$ cat config.mk
export PLATFORM = sky130hd
export DESIGN_NAME = spc_pin_ctrl
export DESIGN_NICKNAME = d
export VERILOG_FILES = /design/src/hdl/spc_pkg.sv /design/src/hdl/spc_pin_if.sv /design/src/hdl/spc_pin_ctrl.sv /design/src/hdl/spc_pin_sync.sv
export SDC_FILE = /design/constraint.sdc
export NUM_CORES = 1
export LEC_CHECK = 0
export ABC_AREA = 1
export BUFFER_PORTS_ARGS = -buffer_cell sky130_fd_sc_hd__clkbuf_2
export CAP_MARGIN = 20
export CORE_ASPECT_RATIO = 0.8
export CORE_MARGIN = 2
export CORE_UTILIZATION = 49
export DETAILED_ROUTE_END_ITERATION = 8
export GPL_TIMING_DRIVEN = 0
export PLACE_DENSITY = 0.78
export SLEW_MARGIN = 40
export SYNTH_ARGS = -nofsm -noshare
export SYNTH_HDL_FRONTEND = slang
export SYNTH_SLANG_ARGS = --single-unit
export TNS_END_PERCENT = 1
$ cat constraint.sdc
create_clock -name clk -period 2.65 [get_ports clk]
set_clock_uncertainty 0.15 [all_clocks]
set_input_delay 0.53 -clock clk [delete_from_list [all_inputs] [get_ports clk]]
set_output_delay 0.53 -clock clk [all_outputs]
set_load 0.05 [all_outputs]
$ cat src/hdl/spc_pkg.sv
// constants shared by the serial pin control block
package spc_pkg;

	// ****************************************
	// register map
	// ****************************************
	localparam int              ADDR_W        = 4;
	localparam int              DATA_W        = 16;
	localparam logic [3:0]      ADDR_PIN_CTRL = 4'h0;
	localparam logic [3:0]      ADDR_AUX_CTRL = 4'h1;
	localparam logic [15:0]     PIN_RST       = 16'h0000;
	localparam logic [15:0]     AUX_RST       = 16'h0000;
	localparam logic [15:0]     RD_IDLE       = 16'h0000;
	// writable bits of the pin control register: 11..8, 5, 3..0
	localparam logic [15:0]     PIN_RW_MASK   = 16'h0f2f;
	localparam logic [15:0]     AUX_RW_MASK   = 16'h007f;

	// ****************************************
	// pin control fields
	// ****************************************
	localparam int BIT_RX_CLK_POL   = 0;
	localparam int BIT_TX_CLK_POL   = 1;
	localparam int BIT_RX_FS_POL    = 2;
	localparam int BIT_TX_FS_POL    = 3;
	localparam int BIT_RX_DATA_LVL  = 4;
	localparam int BIT_TX_DATA_LVL  = 5;
	localparam int BIT_EXT_CLK_LVL  = 6;
	localparam int BIT_RX_CLK_SRC   = 8;
	localparam int BIT_TX_CLK_SRC   = 9;
	localparam int BIT_RX_FS_SRC    = 10;
	localparam int BIT_TX_FS_SRC    = 11;

	// ****************************************
	// auxiliary control fields
	// ****************************************
	localparam int AUX_CLK_STOP_LO  = 0;
	localparam int AUX_CLK_STOP_HI  = 1;
	localparam int AUX_LOOPBACK     = 2;
	localparam int AUX_GEN_EXT_SYNC = 3;
	localparam int AUX_GEN_FS_MODE  = 4;
	localparam int AUX_TX_GPIO      = 5;
	localparam int AUX_RX_GPIO      = 6;

	// ****************************************
	// synchronised pin indices
	// ****************************************
	localparam int N_SYNC           = 6;
	localparam int SYNC_TX_CLK      = 0;
	localparam int SYNC_RX_CLK      = 1;
	localparam int SYNC_TX_FS       = 2;
	localparam int SYNC_RX_FS       = 3;
	localparam int SYNC_EXT_CLK     = 4;
	localparam int SYNC_RX_DATA     = 5;

endpackage

$ cat src/hdl/spc_pin_if.sv
// raw and synchronised pin levels between core and synchroniser
`timescale 1ns/10ps
interface spc_pin_if;
	import spc_pkg::*;
	logic [N_SYNC-1:0] raw;
	logic [N_SYNC-1:0] lvl;
	modport sync (input raw, output lvl);
	modport core (output raw, input lvl);
endinterface

$ cat src/hdl/spc_pin_ctrl.sv
// serial port pin, clock and frame-sync routing with its control registers
// Operation
// [RULE1] tx frame-sync source bit 0: tx frame sync comes from the tx frame-sync pin.
// [RULE2] source bit 1: tx frame sync follows the generator frame-sync mode bit.
// [RULE3] rx frame-sync source bit 0: rx frame-sync pin is input, partner drives it.
// [RULE4] source bit 1: generator makes rx sync; pin driven unless external sync.
// [RULE5] non-SPI, tx clock source 0: tx clock pin is input, external clock.
// [RULE6] non-SPI, tx clock source 1: drive tx clock pin from generator.
// [RULE7] SPI slave: master drives tx clock pin, rx clock follows it.
// [RULE8] SPI master: generate tx clock, use as rx clock, drive it out.
// [RULE9] no loopback, rx clock source 0: rx clock pin input, external clock.
// [RULE10] no loopback, rx clock source 1: drive rx clock pin from generator.
// [RULE11] loopback, rx source 0: rx clock is tx clock, rx pin undriven.
// [RULE12] loopback, rx source 1: drive rx clock pin with the tx clock.
// [RULE13] bit 6 reads external clock pin level when it is a general input.
// [RULE14] bit 5 holds the level driven on tx data pin as general output.
// [RULE15] bit 4 reads rx data pin level when it is a general input.
// [RULE16] bit 3 selects tx frame sync active high (0) or low (1).
// [RULE17] bit 2 selects rx frame sync active high (0) or low (1).
// [RULE18] bit 1 times tx data to rising (0) or falling (1) tx clock edge.
// [RULE19] bit 0 samples rx data on falling (0) or rising (1) rx clock edge.
// [RULE20] reserved bits, bit 7 among them, store nothing and read zero.
// [RULE21] polarities applied at pins; inside, sync is high and clock edge fixed.
`timescale 1ns/10ps
module spc_pin_ctrl
	import spc_pkg::*;
(
	input  wire logic              clk,            // core clock, 40 MHz
	input  wire logic              reset,          // async reset, active high
	input  wire logic [ADDR_W-1:0] regAddr,        // register address
	input  wire logic [DATA_W-1:0] regWdata,       // register write data
	input  wire logic              regWr,          // write strobe
	input  wire logic              regRd,          // read strobe
	output logic      [DATA_W-1:0] regRdata,       // read data, cycle after strobe
	input  wire logic              genClk,         // rate generator clock level
	input  wire logic              genFsync,       // rate generator frame sync
	input  wire logic              txCopyFsync,    // frame sync from transmit copy
	input  wire logic              txData,         // serial transmit bit
	input  wire logic              txDataEn,       // transmitter drives data pin
	input  wire logic              txClockPinIn,   // tx clock pin level
	output logic                   txClockPinOut,  // tx clock pin drive
	output logic                   txClockPinOe,   // tx clock pin enable
	input  wire logic              rxClockPinIn,   // rx clock pin level
	output logic                   rxClockPinOut,  // rx clock pin drive
	output logic                   rxClockPinOe,   // rx clock pin enable
	input  wire logic              txFsyncPinIn,   // tx frame-sync pin level
	output logic                   txFsyncPinOut,  // tx frame-sync pin drive
	output logic                   txFsyncPinOe,   // tx frame-sync pin enable
	input  wire logic              rxFsyncPinIn,   // rx frame-sync pin level
	output logic                   rxFsyncPinOut,  // rx frame-sync pin drive
	output logic                   rxFsyncPinOe,   // rx frame-sync pin enable
	input  wire logic              extClockPinIn,  // external clock pin level
	output logic                   txDataPinOut,   // tx data pin drive
	output logic                   txDataPinOe,    // tx data pin enable
	input  wire logic              rxDataPinIn,    // rx data pin level
	output logic                   rxDataLevel,    // synchronised rx data
	output logic                   rxFsyncPinLevel,// rx frame-sync pin, active high
	output logic                   txClkInt,       // internal tx clock
	output logic                   rxClkInt,       // internal rx clock
	output logic                   txFsyncInt,     // tx frame sync, active high
	output logic                   rxFsyncInt,     // rx frame sync, active high
	output logic                   txShiftStrobe,  // one cycle at tx active edge
	output logic                   rxSampleStrobe  // one cycle at rx active edge
);

	// ****************************************
	// pin synchronisers
	// ****************************************
	spc_pin_if pins ();

	assign pins.raw[SYNC_TX_CLK]  = txClockPinIn;
	assign pins.raw[SYNC_RX_CLK]  = rxClockPinIn;
	assign pins.raw[SYNC_TX_FS]   = txFsyncPinIn;
	assign pins.raw[SYNC_RX_FS]   = rxFsyncPinIn;
	assign pins.raw[SYNC_EXT_CLK] = extClockPinIn;
	assign pins.raw[SYNC_RX_DATA] = rxDataPinIn;

	spc_pin_sync u_sync (
		.clk   (clk),
		.reset (reset),
		.pins  (pins)
	);

	wire txClkLvl = pins.lvl[SYNC_TX_CLK];
	wire rxClkLvl = pins.lvl[SYNC_RX_CLK];
	wire txFsLvl  = pins.lvl[SYNC_TX_FS];
	wire rxFsLvl  = pins.lvl[SYNC_RX_FS];
	wire extLvl   = pins.lvl[SYNC_EXT_CLK];
	wire rxdLvl   = pins.lvl[SYNC_RX_DATA];

	// ****************************************
	// register bus
	// ****************************************
	logic [DATA_W-1:0] pinQ;
	logic [DATA_W-1:0] auxQ;
	logic [DATA_W-1:0] rdata_q;

	wire pinWr = regWr && (regAddr == ADDR_PIN_CTRL);
	wire auxWr = regWr && (regAddr == ADDR_AUX_CTRL);

	always_ff @(posedge clk or posedge reset)
	begin
		if (reset)
		begin
			pinQ <= PIN_RST;
			auxQ <= AUX_RST;
		end
		else
		begin
			if (pinWr)
				pinQ <= regWdata & PIN_RW_MASK; // see [RULE20]
			if (auxWr)
				auxQ <= regWdata & AUX_RW_MASK;
		end
	end

	// ****************************************
	// field decode
	// ****************************************
	wire txFsSrc   = pinQ[BIT_TX_FS_SRC];
	wire rxFsSrc   = pinQ[BIT_RX_FS_SRC];
	wire txClkSel  = pinQ[BIT_TX_CLK_SRC];
	wire rxClkSel  = pinQ[BIT_RX_CLK_SRC];
	wire txFsPol   = pinQ[BIT_TX_FS_POL];
	wire rxFsPol   = pinQ[BIT_RX_FS_POL];
	wire txClkPol  = pinQ[BIT_TX_CLK_POL];
	wire rxClkPol  = pinQ[BIT_RX_CLK_POL];
	wire spiMode   = auxQ[AUX_CLK_STOP_HI] || auxQ[AUX_CLK_STOP_LO];
	wire loopback  = auxQ[AUX_LOOPBACK];
	wire genExtSyn = auxQ[AUX_GEN_EXT_SYNC];
	wire genFsMode = auxQ[AUX_GEN_FS_MODE];
	wire txGpio    = auxQ[AUX_TX_GPIO];
	wire rxGpio    = auxQ[AUX_RX_GPIO];

	// ****************************************
	// read path
	// ****************************************
	wire extGp = rxGpio && extLvl; // see [RULE13]
	wire rxdGp = rxGpio && rxdLvl; // see [RULE15]

	wire [DATA_W-1:0] pinStatus = ({15'h0000, extGp} << BIT_EXT_CLK_LVL)
		| ({15'h0000, rxdGp} << BIT_RX_DATA_LVL);
	wire [DATA_W-1:0] pinRead   = (pinQ & PIN_RW_MASK) | pinStatus; // see [RULE20]
	wire [DATA_W-1:0] readMux   = (regAddr == ADDR_PIN_CTRL) ? pinRead
		: (regAddr == ADDR_AUX_CTRL) ? (auxQ & AUX_RW_MASK) : RD_IDLE;

	always_ff @(posedge clk or posedge reset)
	begin
		if (reset)
			rdata_q <= RD_IDLE;
		else
			rdata_q <= regRd ? readMux : RD_IDLE;
	end

	assign regRdata = rdata_q;

	// ****************************************
	// frame-sync routing
	// ****************************************
	wire txFsGen  = genFsMode ? genFsync : txCopyFsync;                 // see [RULE2]
	wire txFsSel  = txFsSrc ? txFsGen : (txFsLvl ^ txFsPol);           // see [RULE1], [RULE16]
	wire rxFsSel  = rxFsSrc ? genFsync : (rxFsLvl ^ rxFsPol);          // see [RULE4], [RULE17]
	wire txFsOe   = txFsSrc;
	wire rxFsOe   = rxFsSrc && !genExtSyn;                              // see [RULE3], [RULE4]

	// ****************************************
	// clock routing
	// ****************************************
	wire txSrc     = txClkSel ? genClk : txClkLvl;                      // see [RULE5], [RULE6]
	wire rxFollow  = loopback || spiMode;                               // see [RULE7], [RULE8]
	wire rxSrc     = rxFollow ? txSrc : (rxClkSel ? genClk : rxClkLvl); // see [RULE9], [RULE11]
	wire rxPinDrv  = rxFollow ? txSrc : genClk;                         // see [RULE10], [RULE12]
	// internal active edge is always the rising one
	wire txClkD    = txSrc ^ txClkPol;                                  // see [RULE18], [RULE21]
	wire rxClkD    = rxSrc ^ !rxClkPol;                                 // see [RULE19], [RULE21]
	wire txDataDrv = txGpio ? pinQ[BIT_TX_DATA_LVL] : txData;           // see [RULE14]
	wire txDataEnD = txGpio || txDataEn;

	// ****************************************
	// pin drivers
	// ****************************************
	always_ff @(posedge clk or posedge reset)
	begin
		if (reset)
		begin
			txFsyncPinOut <= 1'b0;
			txFsyncPinOe  <= 1'b0;
			rxFsyncPinOut <= 1'b0;
			rxFsyncPinOe  <= 1'b0;
		end
		else
		begin
			txFsyncPinOut <= txFsGen ^ txFsPol;  // see [RULE16]
			txFsyncPinOe  <= txFsOe;
			rxFsyncPinOut <= genFsync ^ rxFsPol; // see [RULE17]
			rxFsyncPinOe  <= rxFsOe;             // see [RULE4]
		end
	end

	always_ff @(posedge clk or posedge reset)
	begin
		if (reset)
		begin
			txClockPinOut <= 1'b0;
			txClockPinOe  <= 1'b0;
			rxClockPinOut <= 1'b0;
			rxClockPinOe  <= 1'b0;
		end
		else
		begin
			txClockPinOut <= genClk;
			txClockPinOe  <= txClkSel; // see [RULE6], [RULE8]
			rxClockPinOut <= rxPinDrv;
			rxClockPinOe  <= rxClkSel; // see [RULE10], [RULE11]
		end
	end

	always_ff @(posedge clk or posedge reset)
	begin
		if (reset)
		begin
			txDataPinOut    <= 1'b0;
			txDataPinOe     <= 1'b0;
			rxDataLevel     <= 1'b0;
			rxFsyncPinLevel <= 1'b0;
		end
		else
		begin
			txDataPinOut    <= txDataDrv;
			txDataPinOe     <= txDataEnD;
			rxDataLevel     <= rxdLvl;
			rxFsyncPinLevel <= rxFsLvl ^ rxFsPol;
		end
	end

	// ****************************************
	// internal clocks, syncs and edge strobes
	// ****************************************
	always_ff @(posedge clk or posedge reset)
	begin
		if (reset)
		begin
			txClkInt   <= 1'b0;
			rxClkInt   <= 1'b1; // idle low pin reads high inside at reset polarity
			txFsyncInt <= 1'b0;
			rxFsyncInt <= 1'b0;
		end
		else
		begin
			txClkInt   <= txClkD;
			rxClkInt   <= rxClkD;
			txFsyncInt <= txFsSel;
			rxFsyncInt <= rxFsSel;
		end
	end

	always_ff @(posedge clk or posedge reset)
	begin
		if (reset)
		begin
			txShiftStrobe  <= 1'b0;
			rxSampleStrobe <= 1'b0;
		end
		else
		begin
			txShiftStrobe  <= txClkD && !txClkInt; // see [RULE18]
			rxSampleStrobe <= rxClkD && !rxClkInt; // see [RULE19]
		end
	end
endmodule // spc_pin_ctrl

$ cat src/hdl/spc_pin_sync.sv
// two-stage synchronisers for the serial port input pins
`timescale 1ns/10ps
module spc_pin_sync
	import spc_pkg::*;
(
	input  wire logic clk,    // core clock
	input  wire logic reset,  // async reset, active high
	spc_pin_if.sync   pins    // raw pins in, levels out
);

	logic [N_SYNC-1:0] stage1_q;
	logic [N_SYNC-1:0] stage2_q;

	// ****************************************
	// one synchroniser per pin
	// ****************************************
	genvar i;
	generate
		for (i = 0; i < N_SYNC; i++)
		begin : g_sync
			always_ff @(posedge clk or posedge reset)
			begin
				if (reset)
				begin
					stage1_q[i] <= 1'b0;
					stage2_q[i] <= 1'b0;
				end
				else
				begin
					stage1_q[i] <= pins.raw[i];
					stage2_q[i] <= stage1_q[i];
				end
			end
		end
	endgenerate

	assign pins.lvl = stage2_q;

endmodule // spc_pin_sync

==> impl_results.md <==
* Clock transition at the registers of the reported paths at 0.06 ns
* Num CTS Buffers at 9
* Setup ws final at 0.862 ns
* Clk sink count at 57
* Clock buffer depth at 2
* Syn Inst Count at 186
* CTS tree: done
* FF-to-FF Start: pinQ[9]$_DFFE_PP0P_
* Cell leakage power at 1.47 nW
* CP max FO at 2
* Final period utilization at 0.675
* Min-Delay Path Class: in2reg
* # port buffers at 58
* Delay-heaviest family, CP: flip-flops
* First-pass GRT wire length at 5750 um
* Seq cells post-synth at 57
* Die width at 76.3 um
* Detailed Routing Iterations Pass 1 at 4
* Vias in the first global route at 1268
* Met3 routed WL at 215 um
* Design area at 2670 um^2
* Total gr overflow at 0
* Largest net degree at the start of global routing at 42
* Mean post-synth cell area at 11.0 um^2
* Wire length on met2 at 1790 um
* Sequential element share of the synthesized area at 0.696
* Non-Filler Instances at 323
* Routed len/inst at 11.0 um
* DRT met1 WL at 1530 um
* Hold Crit Start: rxFsyncPinIn
* Io pins at 69
* DP HPWL at 2570 um
* Fillers at 341
* Via Count at 1443
* Worst-skew pair later-pin latency at 0.32 ns
* Routability Congestion at 0.756
* Global Route Usage Sum at 0.168
* Worst Path Required at 1.97 ns
* Drt total wl at 3550 um
* Via/cell ratio at 4.47
* Pins Over Slew Limit at 0
* Max H-tree Level at 3
* Max Freq at 0.559 GHz
* Row count at 21
* Crit. Startpoint: rxClkInt$_DFF_PP1_
* Initial antenna violation count at 0
* R2r setup slk at 1.36 ns
* Root Buffer: clkbuf_8
* VDD IR-drop max at 0.435 mV
* Setup violators final at 0
* DRC Markers at 0
* DP Area at 2450 um^2
* Antenna-violating nets left at 0
* Final Critical Period at 1.79 ns
* Total power at 2.43 mW
* Dpl ws at 0.934 ns
* Post-Synthesis Cell Area at 2050 um^2
* YS warnings at 0
* Die area at 4720 um^2
* RSZ-0062 raised after global routing: false
* Distinct cells, synth at 20
* # nets final at 296
* Final hold violation count at 0
* Max Used Layer: met4
* Antenna cells at 0
* Critical path endpoint category: output pin
* Initial DRC Count at 65
* Status: completed
* Initial Util at 0.500
* CP max stage cell: dfstp_2
* Core box area at 4100 um^2
* Layout cells sized above 1 at 0.353
* Dpl cells at 306
* Post-CTS Setup Bufs at 0
* Cell Pwr Density at 913 nW/um^2
* Critical-path cell list: clkbuf_2
* Die Ht at 61.9 um
* Type of origin of the critical path: register
* Number of max-cap violations at 0
* Buf/Inv on CP at 1
* Synth-to-layout area growth at 30.1%
* Worst path max stage delay at 0.53 ns
* Worst path arrival time at 1.11 ns
* Critical path type: reg2out
[cells in the final DEF, fill, tap and decap left out, types with 2 or more instances in the layout]
cell,synthesis,layout
inv_1,23,22
clkbuf_1,0,2
conb_1,1,5
buf_4,5,5
nand2_2,2,2
nand3_1,3,3
nor2_2,2,2
o21ai_2,5,5
nand2_1,45,45
buf_6,2,2
clkbuf_8,0,12
o21ai_0,9,9
nor2_1,14,14
clkbuf_2,0,58
xor2_1,5,5
o21ai_1,5,5
a21oi_1,4,4
dfrtp_1,56,56
[cell usage after synthesis (all sizes together)]
master / number / area (um^2)
dfrtp: 56 / 1400
nand2: 48 / 193
inv: 23 / 86.3
o21ai: 19 / 114
nor2: 17 / 76.3
buf: 7 / 60.1
xor2: 5 / 43.8
a21oi: 4 / 20.0
nand3: 3 / 15.0
conb: 1 / 3.75
dfstp: 1 / 26.3
nor3: 1 / 5.00
or2: 1 / 6.26
[routing by layer]
layer / vias to the layer above / track usage
met1: 693 / 0.201
met2: 39 / 0.273
li1: 709 / -
met3: 2 / 0.0853
met4: 0 / 0.0545
met5: - / 0
[worst register-to-register path: cells and delay by family (launching register included)]
kind                   cells  cell delay [ns]
DFF                        1             0.40
and+or+nand+nor            7             0.54
buffers and inverters      1             0.10
[worst paths after layout]
path	cells past startpoint	to
setup / recovery	1	rxClkInt
max in group asynchronous	4	rxClkInt$_DFF_PP1_
min in group asynchronous	3	txFsyncPinOe$_DFF_PP0_
hold reg to reg	0	u_sync.pins.lvl[4]$_DFF_PP0_
hold / removal	1	u_sync.stage1_q[3]$_DFF_PP0_
setup reg to reg	8	rxSampleStrobe$_DFF_PP0_
[repair_timing]
item | in CTS | in global routing
hold buffers | 1 | 0
gates resized for setup | 0 | 0
hold endpoints to repair | 16 | 0
[state kept, by name, indices dropped and copies added (netlist names), 6 cells and up]
signal,flops
u_sync.stage1_q,6
regRdata,11
auxQ,7
pinQ,9
u_sync.pins.lvl,6
[cells by family (layout without fill, tap and decap cells)]
family / count (synthesis) / in the layout / share of synthesized area
AND/OR/NAND/NOR: 70 / 70 / 0.144
other: 1 / 5 / 0.00183
AO/OA/AOI/OAI: 23 / 23 / 0.0653
buffers and inverters: 30 / 106 / 0.0714
XOR/XNOR: 5 / 5 / 0.0214
flip-flops: 57 / 57 / 0.696
[layout make-up]
| class | count | area, um^2 | area share |
|---|---|---|---|
| flip-flops and latches | 57 | 1430 | 0.535 |
| multi-input cells | 103 | 492 | 0.184 |
| repair buffers | 60 | 320 | 0.120 |
| clock buffers | 14 | 173 | 0.0647 |
| inverters | 23 | 88.8 | 0.0333 |
| well taps | 57 | 71.3 | 0.0267 |
| plain buffers | 7 | 60.1 | 0.0225 |
| clock inverters | 2 | 35.0 | 0.0131 |
[report_power, final]
group / internal [mW] / switching [mW] / total (mW)
registers: 1.00 / 0.0629 / 1.07
clock network: 0.510 / 0.303 / 0.814
logic: 0.136 / 0.419 / 0.555
[through the flow]
stage	utilization	hold slack, ns	setup TNS, ns
after CTS	0.651	0.143	0
after global routing	0.651	0.130	0
after floorplan	-	0.181	0
after global placement	0.592	0.183	-1.20
final	0.651	0.162	0
after detailed placement	0.598	0.185	0
(Power assumes the default switching activity.)
